--- src/include/switch_route_select_defines.svh ---
// Register offsets, field positions, reset values and mode codes of the route switch
`ifndef SWITCH_ROUTE_SELECT_DEFINES_SVH
`define SWITCH_ROUTE_SELECT_DEFINES_SVH
`define REG_FAST_ROUTE 8'h00
`define REG_SIDE_ROUTE 8'h01
`define ROUTE_RESET 8'h40
// Crossbar controls for the reset value: enabled, quad, source A
`define ROUTE_RESET_DECODE 17'h13210
`define ROUTE_EN_BIT 6
`define ROUTE_MODE_HI 5
`define ROUTE_MODE_LO 4
`define ROUTE_PICK_HI 3
`define MODE_QUAD 2'h0
`define MODE_DUAL 2'h1
`define MODE_SINGLE 2'h2
`define MODE_ILLEGAL 2'h3
`define BUS_BITS 4'h8
`endif

--- src/include/switch_route_select_pkg.sv ---
// Types shared by the route switch control logic
package switch_route_select_pkg;
  // Per output line: 4-bit input index, source in bits 3:2, channel in bits 1:0
  typedef struct packed {
    logic on;
    logic [3:0][3:0] pick;
  } route_t;
  typedef enum logic [2:0] {ST_IDLE, ST_ADDR, ST_PTR, ST_WR, ST_RD} bus_state_t;
endpackage

--- src/hdl/switch_route_select.sv ---
// Serial register slave and crossbar select decode for a 4-source link switch
//
// Contract
// - Fast enable low puts fast path standby
// - Fast mode 00 quad, 01 dual, 10 single
// - Fast mode 11 ignored, old mode kept
// - Quad: low two pick bits choose source
// - Dual: three bits choose pair, lower first
// - Single: four bits choose one channel
// - Side enable low disconnects common lines
// - Side mode 00 quad, 01 dual, 10 single
// - Side mode 11 ignored, old mode kept
// - Side quad: low bits choose source
// - Side dual: A/B low, C/D high
// - Side single: four bits choose one line
// - Fast register layout, offset 00, reset 40
// - Side register layout, offset 01, reset 40
`timescale 1ns/1ps
`include "switch_route_select_defines.svh"
module switch_route_select #(
  parameter logic [6:0] DEV_ADDR = 7'h48 // Arbitrary bus address
) (
  // Clock and reset
  input wire logic core_clk,
  input wire logic rst_b,
  // Serial register bus, open drain data
  input wire logic scl,
  input wire logic sda_in,
  output logic sda_out,
  output logic sda_drive_b,
  // Crossbar controls
  output switch_route_select_pkg::route_t fast_route_q,
  output switch_route_select_pkg::route_t side_common_lines_q
);
  // Refuse an address that every slave would answer
  if (DEV_ADDR == 7'h00) begin
    $error("General call address cannot be the device address");
  end

  function automatic switch_route_select_pkg::route_t route_of(input logic [7:0] r,
                                                               input logic side);
    switch_route_select_pkg::route_t o;
    logic [1:0] kk;
    o.on = r[`ROUTE_EN_BIT];
    o.pick = '0;
    for (int k = 0; k < 4; k++) begin
      kk = 2'(k);
      unique case (r[`ROUTE_MODE_HI:`ROUTE_MODE_LO])
        `MODE_QUAD: o.pick[k] = {r[1:0], kk};
        `MODE_DUAL: begin
          if (side) begin
            o.pick[k] = {kk[1], r[2], r[1:0]};
          end else begin
            o.pick[k] = {r[2:1], r[0], kk[1]};
          end
        end
        `MODE_SINGLE: o.pick[k] = r[`ROUTE_PICK_HI:0];
        default: o.pick[k] = {r[1:0], kk};
      endcase
    end
    return o;
  endfunction

  // Mode field update that refuses the illegal code
  function automatic logic [7:0] reg_write(input logic [7:0] old, input logic [7:0] wd);
    logic [7:0] n;
    n = {1'b0, wd[6:0]};
    if (wd[`ROUTE_MODE_HI:`ROUTE_MODE_LO] == `MODE_ILLEGAL) begin
      n[`ROUTE_MODE_HI:`ROUTE_MODE_LO] = old[`ROUTE_MODE_HI:`ROUTE_MODE_LO];
    end
    return n;
  endfunction

  // Pin synchronisers; stage 1 feeds only stage 2
  logic [2:0] scl_s_q;
  logic [2:0] sda_s_q;
  always_ff @(posedge core_clk or negedge rst_b) begin
    if (!rst_b) begin
      scl_s_q <= 3'h7;
      sda_s_q <= 3'h7;
    end else begin
      scl_s_q <= {scl_s_q[1:0], scl};
      sda_s_q <= {sda_s_q[1:0], sda_in};
    end
  end

  logic scl_rise;
  logic scl_fall;
  logic bus_start;
  logic bus_stop;
  assign scl_rise = scl_s_q[1] && !scl_s_q[2];
  assign scl_fall = !scl_s_q[1] && scl_s_q[2];
  assign bus_start = scl_s_q[1] && scl_s_q[2] && !sda_s_q[1] && sda_s_q[2];
  assign bus_stop = scl_s_q[1] && scl_s_q[2] && sda_s_q[1] && !sda_s_q[2];

  switch_route_select_pkg::bus_state_t st_q;
  logic [3:0] cnt_q;
  logic ack_q;
  logic rw_q;
  logic [7:0] shift_q;
  logic [7:0] ptr_q;
  logic [7:0] fast_reg_q;
  logic [7:0] side_reg_q;
  logic wr_en;
  logic [7:0] rd_byte;

  // A data byte is committed only once all eight bits have arrived
  assign wr_en = scl_fall && st_q == switch_route_select_pkg::ST_WR && !ack_q &&
                 cnt_q == `BUS_BITS;
  assign rd_byte = (ptr_q == `REG_FAST_ROUTE) ? fast_reg_q :
                   (ptr_q == `REG_SIDE_ROUTE) ? side_reg_q : 8'h00;

  // Bus protocol sequencing
  always_ff @(posedge core_clk or negedge rst_b) begin
    if (!rst_b) begin
      st_q <= switch_route_select_pkg::ST_IDLE;
      cnt_q <= 4'h0;
      ack_q <= 1'b0;
      rw_q <= 1'b0;
      shift_q <= 8'h00;
      ptr_q <= 8'h00;
      sda_drive_b <= 1'b1;
    end else if (bus_start) begin
      st_q <= switch_route_select_pkg::ST_ADDR;
      cnt_q <= 4'h0;
      ack_q <= 1'b0;
      sda_drive_b <= 1'b1;
    end else if (bus_stop) begin
      st_q <= switch_route_select_pkg::ST_IDLE;
      sda_drive_b <= 1'b1;
    end else if (st_q != switch_route_select_pkg::ST_IDLE) begin
      if (scl_rise && !ack_q && cnt_q != `BUS_BITS) begin
        shift_q <= {shift_q[6:0], sda_s_q[1]};
        cnt_q <= cnt_q + 4'h1;
      end else if (scl_rise && ack_q && st_q == switch_route_select_pkg::ST_RD &&
                   sda_s_q[1]) begin
        // Master declined further data
        st_q <= switch_route_select_pkg::ST_IDLE;
      end else if (scl_fall && !ack_q && cnt_q == `BUS_BITS) begin
        ack_q <= 1'b1;
        unique case (st_q)
          switch_route_select_pkg::ST_ADDR: begin
            if (shift_q[7:1] == DEV_ADDR) begin
              sda_drive_b <= 1'b0;
              rw_q <= shift_q[0];
            end else begin
              st_q <= switch_route_select_pkg::ST_IDLE;
              ack_q <= 1'b0;
            end
          end
          switch_route_select_pkg::ST_PTR: begin
            ptr_q <= shift_q;
            sda_drive_b <= 1'b0;
          end
          switch_route_select_pkg::ST_WR: sda_drive_b <= 1'b0;
          default: sda_drive_b <= 1'b1;
        endcase
      end else if (scl_fall && ack_q) begin
        ack_q <= 1'b0;
        cnt_q <= 4'h0;
        sda_drive_b <= 1'b1;
        unique case (st_q)
          switch_route_select_pkg::ST_ADDR: begin
            if (rw_q) begin
              st_q <= switch_route_select_pkg::ST_RD;
              shift_q <= rd_byte;
              sda_drive_b <= rd_byte[7];
            end else begin
              st_q <= switch_route_select_pkg::ST_PTR;
            end
          end
          switch_route_select_pkg::ST_PTR: st_q <= switch_route_select_pkg::ST_WR;
          switch_route_select_pkg::ST_WR: ptr_q <= ptr_q + 8'h01;
          default: begin
            // Next byte of a burst read
            shift_q <= (ptr_q + 8'h01 == `REG_SIDE_ROUTE) ? side_reg_q : 8'h00;
            sda_drive_b <= (ptr_q + 8'h01 == `REG_SIDE_ROUTE) ? side_reg_q[7] : 1'b1;
            ptr_q <= ptr_q + 8'h01;
          end
        endcase
      end else if (scl_fall && st_q == switch_route_select_pkg::ST_RD) begin
        // Open drain: a one is sent by releasing the line; the byte shifts on every rise
        sda_drive_b <= (cnt_q == `BUS_BITS) ? 1'b1 : shift_q[7];
      end
    end
  end

  // Only a low is ever driven on the data line
  always_ff @(posedge core_clk or negedge rst_b) begin
    if (!rst_b) begin
      sda_out <= 1'b0;
    end else begin
      sda_out <= 1'b0;
    end
  end

  // Mode registers
  always_ff @(posedge core_clk or negedge rst_b) begin
    if (!rst_b) begin
      fast_reg_q <= `ROUTE_RESET;
      side_reg_q <= `ROUTE_RESET;
    end else if (wr_en && ptr_q == `REG_FAST_ROUTE) begin
      fast_reg_q <= reg_write(fast_reg_q, shift_q);
    end else if (wr_en && ptr_q == `REG_SIDE_ROUTE) begin
      side_reg_q <= reg_write(side_reg_q, shift_q);
    end
  end

  // Crossbar controls follow the committed registers one cycle later
  always_ff @(posedge core_clk or negedge rst_b) begin
    if (!rst_b) begin
      fast_route_q <= `ROUTE_RESET_DECODE;
      side_common_lines_q <= `ROUTE_RESET_DECODE;
    end else begin
      fast_route_q <= route_of(fast_reg_q, 1'b0);
      side_common_lines_q <= route_of(side_reg_q, 1'b1);
    end
  end

  property p_fast_on;
    @(posedge core_clk) disable iff (!rst_b)
      ##1 fast_route_q.on == $past(fast_reg_q[`ROUTE_EN_BIT]);
  endproperty
  a_fast_on: assert property (p_fast_on) else $error("fast enable not followed");

  property p_fast_illegal;
    @(posedge core_clk) disable iff (!rst_b)
      wr_en && ptr_q == `REG_FAST_ROUTE && shift_q[5:4] == `MODE_ILLEGAL
      |=> ($stable(fast_reg_q[5:4]) && fast_reg_q[3:0] == $past(shift_q[3:0]))
          ##1 (fast_route_q.on == $past(shift_q[6], 2));
  endproperty
  a_fast_illegal: assert property (p_fast_illegal) else $error("fast illegal mode taken");

  property p_side_illegal;
    @(posedge core_clk) disable iff (!rst_b) side_reg_q[5:4] != `MODE_ILLEGAL;
  endproperty
  a_side_illegal: assert property (p_side_illegal) else $error("side mode holds 11");

  property p_quad;
    @(posedge core_clk) disable iff (!rst_b)
      fast_reg_q[5:4] == `MODE_QUAD && $stable(fast_reg_q)
      |=> fast_route_q.pick[3] == {$past(fast_reg_q[1:0]), 2'h3} &&
          fast_route_q.pick[0] == {$past(fast_reg_q[1:0]), 2'h0};
  endproperty
  a_quad: assert property (p_quad) else $error("quad routing wrong");

  property p_dual;
    @(posedge core_clk) disable iff (!rst_b)
      fast_reg_q[5:4] == `MODE_DUAL && $stable(fast_reg_q)
      |=> fast_route_q.pick[1] == {$past(fast_reg_q[2:0]), 1'b0} &&
          fast_route_q.pick[2] == {$past(fast_reg_q[2:0]), 1'b1};
  endproperty
  a_dual: assert property (p_dual) else $error("dual routing wrong");

  property p_single;
    @(posedge core_clk) disable iff (!rst_b)
      side_reg_q[5:4] == `MODE_SINGLE && $stable(side_reg_q)
      |=> side_common_lines_q.pick[2] == $past(side_reg_q[3:0]);
  endproperty
  a_single: assert property (p_single) else $error("side single routing wrong");

  property p_side_dual;
    @(posedge core_clk) disable iff (!rst_b)
      side_reg_q[5:4] == `MODE_DUAL && $stable(side_reg_q)
      |=> side_common_lines_q.pick[0][3] == 1'b0 && side_common_lines_q.pick[3][3] == 1'b1;
  endproperty
  a_side_dual: assert property (p_side_dual) else $error("side dual routing wrong");

  property p_commit;
    @(posedge core_clk) disable iff (!rst_b)
      $changed(fast_reg_q) |-> $past(wr_en);
  endproperty
  a_commit: assert property (p_commit) else $error("register changed without full byte");

  c_write: cover property (@(posedge core_clk) disable iff (!rst_b) wr_en);
  c_read: cover property (@(posedge core_clk) disable iff (!rst_b)
    st_q == switch_route_select_pkg::ST_RD && scl_fall);
  c_standby: cover property (@(posedge core_clk) disable iff (!rst_b) !fast_route_q.on);
endmodule

--- config.mk ---
export PLATFORM = sky130hd
export DESIGN_NAME = switch_route_select
export DESIGN_NICKNAME = d
export VERILOG_FILES = /design/src/include/switch_route_select_pkg.sv /design/src/hdl/switch_route_select.sv
export VERILOG_INCLUDE_DIRS = /design/src /design/src/include
export SDC_FILE = /design/constraint.sdc
export NUM_CORES = 1
export LEC_CHECK = 0
export BUFFER_PORTS_ARGS = -buffer_cell sky130_fd_sc_hd__buf_4
export CELL_PAD_IN_SITES_DETAIL_PLACEMENT = 1
export CELL_PAD_IN_SITES_GLOBAL_PLACEMENT = 1
export CORE_ASPECT_RATIO = 1.25
export CORE_MARGIN = 4
export CORE_UTILIZATION = 40
export DETAILED_ROUTE_END_ITERATION = 16
export HOLD_SLACK_MARGIN = 0.03
export PLACE_DENSITY = 0.8
export REMOVE_ABC_BUFFERS = 1
export SYNTH_ARGS = -nofsm -noshare
export SYNTH_HDL_FRONTEND = slang
export SYNTH_SLANG_ARGS = --single-unit
--- constraint.sdc ---
create_clock -name core_clk -period 6.58 [get_ports core_clk]
set_input_delay 0.987 -clock core_clk [delete_from_list [all_inputs] [get_ports core_clk]]
set_output_delay 0.987 -clock core_clk [all_outputs]
set_load 0.01 [all_outputs]
After elaboration in Yosys (flattened, before gate mapping)
Cells that the tools add are included.
{"block": "classes", "eq_ne": 30, "n_reduce_logical": 49, "bitwise_logic": 6, "addsub": 2, "muxes": 62}
{"cell": "2-to-1 mux 8 bit", "count": 9}
{"cell": "one-hot mux 4 bit (2 select lines)", "count": 8}
{"cell": "2-to-1 mux 3 bit", "count": 10}
{"cell": "2-to-1 mux 4 bit", "count": 7}
{"cell": "AND reduction 8 bit", "count": 3}
{"cell": "logical AND 1 bit", "count": 21}
{"cell": "2-to-1 mux 1 bit", "count": 21}
{"cell": "2-to-1 mux 7 bit", "count": 3}
{"cell": "equality test 8 x 1 -> 1 bit, second input constant", "count": 2}
{"cell": "one-hot mux 8 bit (2 select lines)", "count": 1}
{"cell": "inequality test 3 bit, second input constant", "count": 5}
{"cell": "AND reduction 5 bit", "count": 3}
{"cell": "nonzero test 5 bit", "count": 3}
{"cell": "nonzero test 3 bit", "count": 4}
{"cell": "inequality test 2 bit, second input constant", "count": 5}
{"cell": "inequality test 5 bit, second input constant", "count": 2}
{"cell": "adder 8 x 1 -> 8 bit, second input constant", "count": 1}
{"cell": "logical NOT 8 bit", "count": 1}
{"cell": "equality test 7 bit, second input constant", "count": 1}
{"cell": "equality test 2 bit, second input constant", "count": 3}
{"cell": "equality test 3 x 2 -> 1 bit, second input constant", "count": 2}
{"cell": "inequality test 2 x 1 -> 1 bit, second input constant", "count": 3}
{"cell": "inverter 1 bit", "count": 6}
{"cell": "one-hot mux 3 bit (2 select lines)", "count": 1}
{"cell": "14 further kinds", "count": 24}
{"block": "word_totals", "register_bits": 80, "in_bits": 4, "out_inout_bits": 36, "word_cells": 172}

Longest topological paths before layout
{"block": "depth", "ltp_word": 11, "depth_mapped": 9, "depth_no_buf": 7}

Worst setup path before layout
No wires, ideal clock.
{"block": "synth_path", "kind": "reg-to-reg", "start": "register ptr_q[0]", "end": "register shift_q[0]", "n_path_buf": 1, "setup_ns": 0.094, "slack_ns": 4.400, "required_time_ns": 6.486, "arrival_time_ns": 2.086, "stages_incl_launch_ff": 8, "period_less_slack_ns": 2.180, "path_cell_list": "dfrtp_1 inv_1 ha_1 clkbuf_1 clkinv_1 a2111oi_4 nand3_1 a221oi_2"}
{"block": "synth_between", "elab_chain_len": 9, "word_cells_on_any_way": 13, "classes_between": "add/sub: 1; eq/ne: 2; mux: 9; reduce/logical: 1"}
{"item": "start, declared", "line": "switch_route_select.sv:101", "source": "logic [7:0] ptr_q;"}
{"item": "start signal, assigned", "line": "switch_route_select.sv:152", "source": "ptr_q <= shift_q;"}
{"item": "start signal, assigned", "line": "switch_route_select.sv:173", "source": "switch_route_select_pkg::ST_WR: ptr_q <= ptr_q + 8'h01;"}
{"item": "start signal, assigned", "line": "switch_route_select.sv:178", "source": "ptr_q <= ptr_q + 8'h01;"}
{"item": "parallel branches: the longest is 4 deep, another holds adder 8 x 1 -> 8 bit"}
{"item": "one-hot mux 8 bit (2 select lines) *", "line": "switch_route_select.sv:162", "source": "unique case (st_q)"}
{"item": "2-to-1 mux 8 bit *", "line": "switch_route_select.sv:158", "source": "end else if (scl_fall && ack_q) begin"}
{"item": "2-to-1 mux 8 bit *", "line": "switch_route_select.sv:139", "source": "end else if (scl_fall && !ack_q && cnt_q == `BUS_BITS) begin"}
{"item": "2-to-1 mux 8 bit *", "line": "switch_route_select.sv:135", "source": "end else if (scl_rise && ack_q && st_q == switch_route_select_pkg::ST_RD &&"}
{"item": "2-to-1 mux 8 bit *", "line": "switch_route_select.sv:132", "source": "if (scl_rise && !ack_q && cnt_q != `BUS_BITS) begin"}
{"item": "end signal, assigned", "line": "switch_route_select.sv:133", "source": "shift_q <= {shift_q[6:0], sda_s_q[1]};"}
{"item": "end signal, assigned", "line": "switch_route_select.sv:166", "source": "shift_q <= rd_byte;"}
{"item": "end signal, assigned", "line": "switch_route_select.sv:176", "source": "shift_q <= (ptr_q + 8'h01 == `REG_SIDE_ROUTE) ? side_reg_q : 8'h00;"}
{"item": "end, declared", "line": "switch_route_select.sv:100", "source": "logic [7:0] shift_q;"}
Every way passes the cells marked *. The select of a mux whose other input is x is not followed.
A chain may end at the register's enable or synchronous reset.

Worst setup path after layout
{"block": "layout_path", "start": "register ptr_q[0]", "end": "register shift_q[1]"}
The elaborated chain is that of the path after synthesis.

==> flow_summary.ini <==
[run_status]
outcome = finished clean

[synthesis]
yosys_most_used_dff = dfrtp_1
synth_edf_count = 0
ys_seq_elements = 63
synth_warnings = 0
async_flop_share_pct = 100
syn_area_per_cell_um2 = 9.39
synthCells = 378
ys_types = 63
netlist_area_mm2 = 0.00355
synth_seq_area_share_pct = 45.0

[layout]
antenna_cells = 0
layout.nets = 401
area_delta_synth_final_pct = 10.3
multiInputGateArea_mm2 = 0.00165
fillers = 1003
layoutNonFillerInstCount = 513
regArea_mm2 = 0.00160
layout-drive-gt1-share_pct = 22.9
postLayoutCoreUtil_pct = 45.3
final_cell_mix = dfrtp_1 (47), buf_4 (38), nand2_1 (33)
layout_commonest_cell = dfrtp_1

[global_route]
grt_use_total_pct = 18.8
grt_pass1_vias = 3028
overflow = 0
grt_pass1_wl_um = 15200
antenna_found_initial = 0
grt_max_degree = 64

[clock_network]
cts_hold_buf = 0
clock-sinks = 63
clockBufferDepth = 2
cts_resized = 0
htree_levels = 3
clk_pin_slew_ns = 0.07
post_cts_buffers = 0
root_buffer = clkbuf_8
cts_tree = done
clk_latency_ns = 0.35
cts_made_buffers = 9

[die]
fp.dieW_um = 92.3
core.rowCount = 38
fp.dieArea_mm2 = 0.0105
core-area_mm2 = 0.00865
start_util_pct = 41.0
io_pins = 40
die_y_um = 113

[sta]
fin_tns_setup_ns = 0
setup_violations = 0
slew_headroom_pct = 15.5
rsz0062_at_grt = false
period_share_pct = 39.5
worst_pin_slew_ns = 1.26
slew_violations = 0
hold_viol_final = 0
min_period_ns = 2.60
skew_ns = 0.00577
max_freq_mhz = 385

[placement]
port_buffers = 38
dpl.hpwl_um = 6710
gp_congestion = 0.869
dp_cells = 497

[setup_path]
slowest_stage = a2111oi_4
worstPathCellList = inv_1 -> ha_1 -> clkinv_1 -> a2111oi_4 -> nand3_1 -> a221oi_2
crit_fanout = 10
reg2reg_depth = 6
endpoint_kind = flip-flop
cpPeakStageDelay_ns = 0.71
crit_arrival_ns = 2.86
crit_type = reg2reg
start_kind = flip-flop
worstPathRequired_ns = 6.84

[worst_hold_path]
holdPathStages = 0
hp-class = reg2reg

[power_and_ir_drop]
p_leak_uw = 0.00165
powerDensity_mw_per_mm2 = 228
power.total_uw = 894
ir_worst_vdd_mv = 0.136

[run]
max_cap_viol_count = 0

[routing]
dr.pass1.iters = 4
vias = 2928
avgRoutedWirePerCell_um = 17.7
via_per_inst = 5.71
drc = 0
routed_wl_um = 9060
drtAntennaViolNets = 0
drtIter0Drc = 115
Yosys cell counts, drive strengths merged, types with 5 or more instances:
master | instances | area, µm²
a22oi | 6 | 45.0
nand2 | 33 | 124
inv | 18 | 67.6
nand4 | 5 | 37.5
or2 | 5 | 31.3
nor4 | 8 | 50.1
dfstp | 16 | 420
o21ai | 27 | 135
ha | 9 | 113
nand2b | 5 | 31.3
a21oi | 24 | 120
buf | 24 | 178
clkbuf | 15 | 56.3
dfrtp | 47 | 1180
nor3 | 14 | 75.1
nand3 | 25 | 125
nor2 | 21 | 78.8
nand3b | 5 | 37.5
a221oi | 7 | 105
routing by layer:
metal  global-route usage [%]  part of all wire, %
met1                     20.1                   39
met2                     33.2                   52
met3                     4.19                  4.2
met4                     12.2                  4.3
met5                        0                    0
path summary, 6_finish.rpt:
check	from	endpoint	slack, ns
max	ptr_q[0]	shift_q[1]	3.98
min	scl_s_q[0]	scl_s_q[1]	0.36
max reg2reg	ptr_q[0]	shift_q[1]	3.98
min reg2reg	scl_s_q[0]	scl_s_q[1]	0.36
max in group asynchronous	rst_b	ptr_q[0]	5.33
min in group asynchronous	rst_b	fast_route_q[0]	0.71
logic make-up after synthesis:
group	share of synthesized area, %
AND/OR/NAND/NOR	20.7
XOR/XNOR	0.987
adder cells (fa/ha/maj)	3.17
flip-flops	45.0
AO/OA/AOI/OAI	20.0
other	0.106
buffers and inverters	8.60
multiplexers	1.44
registers in the layout (all words and copies together), names as in the netlist:
name	count
fast_route_q	9
ptr_q	8
shift_q	8
side_common_lines_q	8
fast_reg_q	7
side_reg_q	7
cnt_q	4
scl_s_q	3
sda_s_q	3
st_q	3
ack_q	1
rw_q	1
sda_drive_b	1
worst max-delay path: cells and delay by family (launching register included):
kind,cells,cell delay (ns)
AO/OA/AOI/OAI,2,0.98
flip-flops,1,0.47
AND/OR/NAND/NOR,1,0.21
buffers and inverters,2,0.50
adder cells (fa/ha/maj),1,0.35
per-stage QoR:
step | worst slack, ns | instance area, µm² | hold WS (ns)
after floorplan | 4.48 | 3320 | 0.345
after global placement | 4.09 | 3750 | 0.348
after detailed placement | 3.98 | 3750 | 0.347
after CTS | 3.98 | 3920 | 0.358
after global routing | 3.74 | 3920 | 0.371
final | 3.98 | 3920 | 0.359
where the power goes:
| part | total (µW) | internal [µW] | leakage [µW] | switching, µW |
|---|---|---|---|---|
| clock network | 290 | 134 | 0.0000781 | 156 |
| registers | 471 | 425 | 0.000802 | 46.8 |
| logic | 132 | 54.0 | 0.000765 | 78.1 |
cell type report:
| cell class | instances | share of cell area, % |
|---|---|---|
| Multi-Input combinational cell | 257 | 42.1 |
| Sequential cell | 63 | 40.8 |
| Timing Repair Buffer | 38 | 7.28 |
| Tap cell | 120 | 3.83 |
| Clock buffer | 10 | 3.26 |
| Inverter | 19 | 1.82 |
| Clock inverter | 6 | 0.958 |
(Power assumes the default switching activity.)
